===== config.mk =====
export PLATFORM = sky130hd
export DESIGN_NAME = fpsc_top
export DESIGN_NICKNAME = d
export VERILOG_FILES = /design/src/hw/fpsc_top.v
export VERILOG_INCLUDE_DIRS = /design/src /design/src/hw
export SDC_FILE = /design/constraint.sdc
export NUM_CORES = 1
export LEC_CHECK = 0
export ABC_AREA = 1
export BUFFER_PORTS_ARGS = -buffer_cell sky130_fd_sc_hd__buf_2
export CAP_MARGIN = 10
export CORE_MARGIN = 4
export CORE_UTILIZATION = 40
export DETAILED_ROUTE_END_ITERATION = 16
export PLACE_DENSITY = 0.7
export RECOVER_POWER = 25
export SKIP_LAST_GASP = 1
export SLEW_MARGIN = 5
export SYNTH_ARGS = -nofsm -noshare
export SYNTH_HDL_FRONTEND = slang
export SYNTH_SLANG_ARGS = --single-unit

===== constraint.sdc =====
create_clock -name clk -period 1.5 [get_ports clk]
set_clock_uncertainty 0.1 [all_clocks]
set_input_delay 0.15 -clock clk [delete_from_list [all_inputs] [get_ports clk]]
set_output_delay 0.15 -clock clk [all_outputs]
set_load 0.02 [all_outputs]

===== src/hw/fpsc_regs.vh =====
// Purpose: register map and timing constants for the flash program store control
// Assumes: 8-bit special-function register port, 40 MHz system clock
// Notes: definitions only
`ifndef FPSC_REGS_VH
`define FPSC_REGS_VH
`define FPSC_ADDR_PSC 8'h8f
`define FPSC_ADDR_STROBE 8'hbe
`define FPSC_ADDR_CACHE 8'he3
`define FPSC_PSC_WE_BIT 0
`define FPSC_PSC_EE_BIT 1
`define FPSC_CACHE_BLK_BIT 0
`define FPSC_CACHE_PF_BIT 5
`define FPSC_PSC_RST 2'h0
`define FPSC_STROBE_RST 4'hf
`define FPSC_CACHE_RST 8'h20
`define FPSC_CACHE_MASK 8'h21
`define FPSC_SLOW_CLK_KHZ 12500
`define FPSC_CLK_KHZ 40000
`define FPSC_OP_NONE 2'h0
`define FPSC_OP_WRITE 2'h1
`define FPSC_OP_ERASE 2'h2
`define FPSC_ZERO8 8'h00
`define FPSC_ONE4 4'h1
`define FPSC_PERIOD_MSB 3
`define FPSC_PERIOD_LSB 0
`define FPSC_PSC_PAD 6'h00
`define FPSC_STROBE_PAD 4'h0
`define FPSC_ADDR_RST 17'h00000
`define FPSC_ZERO4 4'h0
`endif


===== src/hw/fpsc_top.v =====
// Purpose: flash program store control: write/erase routing, cache enables, read strobe
// Assumes: core gives a one-cycle sfr write/read strobe and a one-cycle move write strobe
// Notes: flash array itself lives outside; this block drives its control pins
//
// Contract
// - write enable set with erase clear routes each move write to a one-byte flash program.
// - erase and write enable both set turn a move write into page erase.
// - write enable clear means move writes never reach the flash.
// - program store control bits 7 to 2 read zero, writes ignored.
// - four-bit strobe period bounds the flash read strobe width, resets 0xf.
// - after the read strobe drops, flash sits in low power that cycle.
// - period ignored when clock exceeds 12.5 MHz and timing select is zero.
// - strobe period register bits 7 to 4 read zero, writes ignored.
`timescale 1ns/1ps
`default_nettype none
`include "fpsc_regs.vh"

module fpsc_top (
    input wire clk,
    input wire rst,
    input wire sfr_wr,
    input wire sfr_rd,
    input wire [7:0] sfr_addr,
    input wire [7:0] sfr_wdata,
    output reg [7:0] sfr_rdata_q,
    input wire move_wr,
    input wire [16:0] move_addr,
    input wire [7:0] move_wdata,
    input wire flash_read_req,
    input wire flash_read_timing_select,
    output reg flash_prog_q,
    output reg flash_erase_q,
    output reg [16:0] flash_addr_q,
    output reg [7:0] flash_wdata_q,
    output reg xdata_wr_q,
    output reg flash_rd_strobe_q,
    output reg flash_low_power_q,
    output reg prefetch_engine_enable_q,
    output reg block_write_enable_q
);

    // ---------------------------------------------------------------
    // derived timing
    // ---------------------------------------------------------------
    // set when the clock rate is above the slow-clock threshold; timing select does not enter it
    localparam FAST_CLK = (`FPSC_CLK_KHZ > `FPSC_SLOW_CLK_KHZ);

    // reset images; the reserved cache bits have no flops behind them
    localparam [1:0] PSC_RST = `FPSC_PSC_RST;
    localparam [7:0] CACHE_RST = `FPSC_CACHE_RST;

    // sfr select codes
    localparam [1:0] SEL_NONE = 2'h0;
    localparam [1:0] SEL_PSC = 2'h1;
    localparam [1:0] SEL_STROBE = 2'h2;
    localparam [1:0] SEL_CACHE = 2'h3;

    // ---------------------------------------------------------------
    // address decode
    // ---------------------------------------------------------------
    // one decode shared by write and read paths, so the two never disagree
    function [1:0] sfr_sel;
        input [7:0] addr;
        begin
            if (addr == `FPSC_ADDR_PSC) begin
                sfr_sel = SEL_PSC;
            end else if (addr == `FPSC_ADDR_STROBE) begin
                sfr_sel = SEL_STROBE;
            end else if (addr == `FPSC_ADDR_CACHE) begin
                sfr_sel = SEL_CACHE;
            end else begin
                sfr_sel = SEL_NONE;
            end
        end
    endfunction

    // select code of the current sfr address
    wire [1:0] sfr_hit;
    assign sfr_hit = sfr_sel(sfr_addr);

    // ---------------------------------------------------------------
    // register file
    // ---------------------------------------------------------------
    reg store_write_enable_q;
    reg page_erase_enable_q;
    reg [3:0] strobe_period_q;
    reg [3:0] strobe_cnt_q;
    reg [3:0] strobe_cnt_d;
    reg strobe_d;
    reg strobe_done_q;
    reg strobe_done_d;

    // sfr writes; unused bits have no storage so writes there vanish
    always @(posedge clk) begin
        if (rst) begin
            store_write_enable_q <= PSC_RST[`FPSC_PSC_WE_BIT];
            page_erase_enable_q <= PSC_RST[`FPSC_PSC_EE_BIT];
            strobe_period_q <= `FPSC_STROBE_RST;
            prefetch_engine_enable_q <= CACHE_RST[`FPSC_CACHE_PF_BIT];
            block_write_enable_q <= CACHE_RST[`FPSC_CACHE_BLK_BIT];
        end else if (sfr_wr) begin
            if (sfr_hit == SEL_PSC) begin
                store_write_enable_q <= sfr_wdata[`FPSC_PSC_WE_BIT];
                page_erase_enable_q <= sfr_wdata[`FPSC_PSC_EE_BIT];
            end else if (sfr_hit == SEL_STROBE) begin
                strobe_period_q <= sfr_wdata[`FPSC_PERIOD_MSB:`FPSC_PERIOD_LSB];
            end else if (sfr_hit == SEL_CACHE) begin
                prefetch_engine_enable_q <= sfr_wdata[`FPSC_CACHE_PF_BIT];
                block_write_enable_q <= sfr_wdata[`FPSC_CACHE_BLK_BIT];
            end
        end
    end

    // reserved cache bits read zero; only the two live bits are stored
    reg [7:0] cache_view;
    always @* begin
        cache_view = `FPSC_ZERO8;
        cache_view[`FPSC_CACHE_PF_BIT] = prefetch_engine_enable_q;
        cache_view[`FPSC_CACHE_BLK_BIT] = block_write_enable_q;
    end

    // read data, registered; unmapped addresses return zero
    always @(posedge clk) begin
        if (rst) begin
            sfr_rdata_q <= `FPSC_ZERO8;
        end else if (sfr_rd) begin
            if (sfr_hit == SEL_PSC) begin
                sfr_rdata_q <= {`FPSC_PSC_PAD, page_erase_enable_q, store_write_enable_q};
            end else if (sfr_hit == SEL_STROBE) begin
                sfr_rdata_q <= {`FPSC_STROBE_PAD, strobe_period_q};
            end else if (sfr_hit == SEL_CACHE) begin
                sfr_rdata_q <= cache_view & `FPSC_CACHE_MASK;
            end else begin
                sfr_rdata_q <= `FPSC_ZERO8;
            end
        end
    end

    // ---------------------------------------------------------------
    // move write routing
    // ---------------------------------------------------------------
    // each move write becomes one one-cycle command (flash program, page erase or xdata write); grouping of
    // bytes under block write is left to the flash array controller
    always @(posedge clk) begin
        if (rst) begin
            flash_prog_q <= 1'b0;
            flash_erase_q <= 1'b0;
            xdata_wr_q <= 1'b0;
            flash_addr_q <= `FPSC_ADDR_RST;
            flash_wdata_q <= `FPSC_ZERO8;
        end else begin
            flash_prog_q <= 1'b0;
            flash_erase_q <= 1'b0;
            xdata_wr_q <= 1'b0;
            if (move_wr) begin
                flash_addr_q <= move_addr;
                flash_wdata_q <= move_wdata;
                if (store_write_enable_q && page_erase_enable_q) begin
                    flash_erase_q <= 1'b1;
                end else if (store_write_enable_q) begin
                    flash_prog_q <= 1'b1;
                end else begin
                    xdata_wr_q <= 1'b1;
                end
            end
        end
    end

    // ---------------------------------------------------------------
    // read strobe one-shot
    // ---------------------------------------------------------------
    // width = period+1 cycles; with the fast clock and no timing select
    // the strobe simply follows the request, the period unused
    always @* begin
        strobe_cnt_d = strobe_cnt_q;
        strobe_d = 1'b0;
        strobe_done_d = strobe_done_q;
        if (flash_read_req) begin
            if (FAST_CLK && !flash_read_timing_select) begin
                strobe_d = 1'b1;
                strobe_cnt_d = `FPSC_ZERO4;
                strobe_done_d = 1'b0;
            end else if (!flash_rd_strobe_q && !strobe_done_q &&
                         strobe_cnt_q == `FPSC_ZERO4) begin
                strobe_d = 1'b1;
                strobe_cnt_d = strobe_period_q;
            end else if (strobe_cnt_q != `FPSC_ZERO4) begin
                strobe_d = 1'b1;
                strobe_cnt_d = strobe_cnt_q - `FPSC_ONE4;
            end else if (flash_rd_strobe_q) begin
                strobe_done_d = 1'b1;
            end
        end else begin
            // request low re-arms the one-shot
            strobe_cnt_d = `FPSC_ZERO4;
            strobe_done_d = 1'b0;
        end
    end

    // a held request would otherwise restrike the strobe one cycle after it drops
    always @(posedge clk) begin
        if (rst) begin
            strobe_cnt_q <= `FPSC_ZERO4;
            strobe_done_q <= 1'b0;
            flash_rd_strobe_q <= 1'b0;
            flash_low_power_q <= 1'b1;
        end else begin
            strobe_cnt_q <= strobe_cnt_d;
            strobe_done_q <= strobe_done_d;
            flash_rd_strobe_q <= strobe_d;
            flash_low_power_q <= ~strobe_d;
        end
    end

endmodule // fpsc_top
`default_nettype wire


# Word-level counts from Yosys, hierarchy flattened
# Index checks and enable logic that the tools add are counted.
# W data, S select, Z words.
[word_totals]
register_bits = 51
latch_bits = 0
mem_bits_rw = 0
mem_bits_ro = 0
input_bits = 48
n_memories = 0
[classes]
add_sub_neg = 1
mul = 0
div = 0
order_cmp = 0
n_eq_ne = 6
shifts = 0
n_mux = 15
bitwise_logic = 8
reduce_logical = 15
[ops]
columns = ["operator", "n"]
rows = [
  ["$eq A8 B8 Y1 const B", 3],
  ["$mux W6", 3],
  ["$mux W4", 2],
  ["$not A1 Y1", 8],
  ["$mux W1", 7],
  ["$mux W2", 3],
  ["$reduce_and A3 Y1", 2],
  ["$reduce_or A3 Y1", 2],
  ["$eq A2 B2 Y1 const B", 2],
  ["$logic_not A4 Y1", 1],
  ["$reduce_and A4 Y1", 1],
  ["$reduce_bool A4 Y1", 1],
  ["$sub A4 B1 Y4 const B", 1],
  ["$logic_and A1 B1 Y1", 3],
  ["$eq A2 B1 Y1 const B", 1],
  ["$logic_not A1 Y1", 2],
  ["$reduce_and A2 Y1", 1],
  ["$reduce_bool A2 Y1", 1],
  ["$reduce_or A2 Y1", 1],
]

# Longest topological paths before layout
[depth]
ltp_word = 8
depth_mapped = 14
mapped_depth_nobuf = 14

# Least setup slack after synthesis
# OpenSTA, ideal clock, no wires.
[synth_timing]
kind = "in2reg"
startpoint = "input port sfr_addr[3]"
endpoint = "register strobe_period_q[3]"
arrival_time_ns = 1.382
required_ns = 1.274
path_slack_ns = -0.108
path_stages = 10
cell_sequence = "or2_0 -> nor3_1 -> inv_1 -> nand2_1 -> inv_1 -> ha_1 -> nor2_2 -> nand2_1 -> inv_2 -> o211ai_1"
[synth_between]
elab_chain_cells = 7
[synth_rtl]
columns = ["element", "line_no", "text"]
rows = [
  ["start: declaration", "fpsc_top.v:23", "input wire [7:0] sfr_addr,"],
  ["$eq A8 B8 Y1 (no line)", "-", ""],
  ["$mux W2", "fpsc_top.v:69", "end else if (addr == `FPSC_ADDR_CACHE) begin"],
  ["$mux W2", "fpsc_top.v:67", "end else if (addr == `FPSC_ADDR_STROBE) begin"],
  ["$mux W2 (*)", "fpsc_top.v:65", "if (addr == `FPSC_ADDR_PSC) begin"],
  ["$eq A2 B1 Y1", "fpsc_top.v:102", "if (sfr_hit == SEL_PSC) begin"],
  ["$not A1 Y1 (no line)", "-", ""],
  ["$reduce_and A3 Y1 (no line) (*)", "-", ""],
  ["end signal: assignment", "fpsc_top.v:98", "strobe_period_q <= `FPSC_STROBE_RST;"],
  ["end signal: assignment", "fpsc_top.v:106", "strobe_period_q <= sfr_wdata[`FPSC_PERIOD_MSB:`FPSC_PERIOD_LSB];"],
  ["end: declaration", "fpsc_top.v:86", "reg [3:0] strobe_period_q;"],
]
# Mark *: on every way between the ends. The rest lies on a longest branch, timed or not.
# A chain may end at the register's enable or synchronous reset.

==> impl_metrics.py <==
metrics = {
    "status": {
        "outcome": "completed",
    },
    "global_routing": {
        "grt_max_degree": 26,
        "grt_pass1_wl_mm": 9.43,
        "grt_pass1_vias": 2184,
        "groute.usage.overall_pct": 18.8,
        "overflow": 0,
        "antenna_found_initial": 0,
    },
    "cells_and_area": {
        "final_common_cell": "buf_2",
        "layout.nets": 443,
        "multiInputGateArea_um2": 937,
        "fillers": 429,
        "syn_to_final_growth_pct": 43.3,
        "diodes": 0,
        "drive_gt1_share_pct": 26.9,
        "seq_area_um2": 961,
        "layout_common_cells": "buf_2, nor2_1, dfxtp_1",
        "stdcell_area_um2": 2940,
    },
    "placement": {
        "postPlaceCellArea_um2": 2510,
        "dp_hpwl_mm": 3.71,
        "gp_congestion": 0.801,
        "place.port_buffers": 81,
    },
    "die": {
        "start_util_pct": 42.3,
        "num_rows": 25,
        "ios": 88,
        "die_area_um2": 6340,
        "die_y_um": 79.6,
        "coreArea_um2": 4850,
        "die_w_um": 79.6,
    },
    "cts": {
        "clock_latency_ns": 0.29,
        "cts_max_level": 2,
        "clock_path_buffers": 2,
        "clk_pin_slew_ns": 0.08,
        "cts-root-buf": "clkbuf_8",
        "cts_buffers": 5,
        "cts_tree": "yes",
        "cts_sinks": 48,
    },
    "critical_path": {
        "critPathLaunchType": "input pin",
        "arrival_ns": 1.60,
        "rrSetupSlack_ns": 0.13,
        "slowest_delay_ns": 0.55,
        "r2r_cells": 9,
        "cp_top_family": "buffers and inverters",
        "critPathCaptureType": "flop",
        "cp_cell_sequence": "dlygate4sd3_1 -> buf_2 -> inv_4 -> buf_4 -> o21ai_0 -> nor2_1",
        "path_depth": 6,
        "cp_max_fo": 21,
        "cpMaxStageDelayCell": "dlygate4sd3_1",
        "path_buf_inv": 4,
        "worstPathRequired_ns": 1.63,
        "critPathKind": "input pin to flop",
    },
    "drt": {
        "postRouteAntennaNets": 0,
        "avgRoutedWirePerCell_um": 12.3,
        "drt_iter0_markers": 94,
        "first_pass_iters": 4,
        "drc": 0,
        "vias_per_cell": 4.64,
        "vias": 2124,
        "wl_mm": 5.61,
    },
    "power_and_ir_drop": {
        "p_sw_mw": 0.740,
        "switching_share_pct": 27.7,
        "power.total_mw": 2.67,
        "p_int_mw": 1.93,
        "ir_drop_v": 0.000500,
        "p_leak_nw": 1.37,
        "power_density_nw_per_um2": 908,
        "clock_power_share_pct": 29.5,
        "seq_power_share_pct": 51.5,
        "p_comb_share_pct": 19.0,
    },
    "synth": {
        "synth-seq-cells": 48,
        "synth_top_area_share_pct": 46.9,
        "synth.avg_cell_area_um2": 7.46,
        "ys_seq_area_share_pct": 46.9,
        "yosysWarnings": 0,
        "synth_cells": 275,
        "synthDistinctLibCells": 26,
        "syn_area_um2": 2050,
        "yosysTopAreaCell": "dfxtp_1",
        "ys_top_cells_by_area": "dfxtp_1, nor2_1, nand2_1",
    },
    "worst_hold_path": {
        "hp-class": "input pin to flop",
        "whs_path_depth": 2,
    },
    "timing": {
        "rsz0062_at_grt": "true",
        "slew_viol_final": 0,
        "period_minus_slack_ns": 1.47,
        "fin_crit_sh_pct": 98.2,
        "final-hold-violation-count": 0,
        "max_freq_mhz": 679,
        "setup_viol": 0,
    },
    "run": {
        "cap_violations": 0,
    },
}
## worst register-to-register path: cells and delay by family (launching register included)
| family | cells | cell delay (ns) |
|---|---|---|
| flip-flops | 1 | 0.32 |
| adder cells (fa/ha/maj) | 1 | 0.19 |
| buffers and inverters | 2 | 0.21 |
| AND/OR/NAND/NOR | 6 | 0.46 |
## final cells by class
| type | instances | share of cell area, % |
|---|---|---|
| Inverter | 31 | 4.09 |
| Tap cell | 67 | 2.85 |
| Clock buffer | 8 | 3.07 |
| Multi-Input combinational cell | 185 | 31.9 |
| Sequential cell | 48 | 32.7 |
| Timing Repair Buffer | 119 | 25.4 |
## power by group through the flow
stage / combinational (mW) / clock, mW / sequential (mW)
floorplan: 0.213 / 0 / 1.47
global placement: 0.431 / 0 / 1.40
detailed placement: 0.435 / 0 / 1.40
CTS: 0.500 / 0.813 / 1.37
global route: 0.562 / 0.862 / 1.38
finish: 0.507 / 0.787 / 1.37
## per-layer routing
layer,GRT usage [%],share of wire (%),vias to the layer above
met3,6.09,6.7,10
met2,33.1,49,65
met1,20.9,43,962
met5,0,0,-
li1,-,-,1087
met4,6.70,1.6,0
## final timing paths
kind                             start          endpoint
hold / removal                  sfr_rd    sfr_rdata_q[2]
hold reg to reg   store_write_enable_q        xdata_wr_q
setup / recovery                   rst  flash_addr_q[12]
setup reg to reg       strobe_cnt_q[1]   strobe_cnt_q[3]
## cell usage after synthesis (all sizes together)
library cell and instances:
a21oi 10, buf 12, clkbuf 1, clkinv 1, conb 1, dfxtp 48
ha 5, inv 30, nand2 42, nand3 10, nand4 5, nor2 66
nor3 7, nor3b 2, o211ai 1, o21ai 32, or2 1, xnor2 1
## kinds of logic (layout without fill, tap and decap cells)
group	Yosys count	in the layout	share of synthesized area, %
simple gates	133	133	29.4
compound gates	43	43	10.6
other cells	1	3	0.183
buf+inv	44	158	9.46
fa+ha+maj	5	5	3.05
xor+xnor	1	1	0.427
flops	48	48	46.9
## repair_timing
item,4_1_cts,5_1_grt
setup buffers,0,1
hold endpoints to repair,31,0
endpoints found under the setup margin,0,35
hold buffers,32,0
resized for setup,0,10
## flip-flops by register name (all words and copies together), names as in the netlist
signal	count
block_write_enable_q	1
flash_addr_q	17
flash_erase_q	1
flash_low_power_q	1
flash_prog_q	1
flash_rd_strobe_q	1
flash_wdata_q	8
page_erase_enable_q	1
prefetch_engine_enable_q	1
sfr_rdata_q	5
store_write_enable_q	1
strobe_cnt_q	4
strobe_done_q	1
strobe_period_q	4
xdata_wr_q	1
## per-stage QoR
step	hold slack (ns)	worst slack, ns	util, %	std cells	TNS (ns)
2_1_floorplan	0.129	-0.0238	-	277	-0.0238
3_3_place_gp	0.269	-0.186	51.8	417	-1.69
3_5_place_dp	0.276	-0.248	51.8	417	-2.35
4_1_cts	0.0385	0.0359	60.3	457	0
5_1_grt	0.0475	-0.00614	60.6	458	-0.00614
6_report	0.0494	0.0265	60.6	458	0
(Power assumes the default switching activity.)
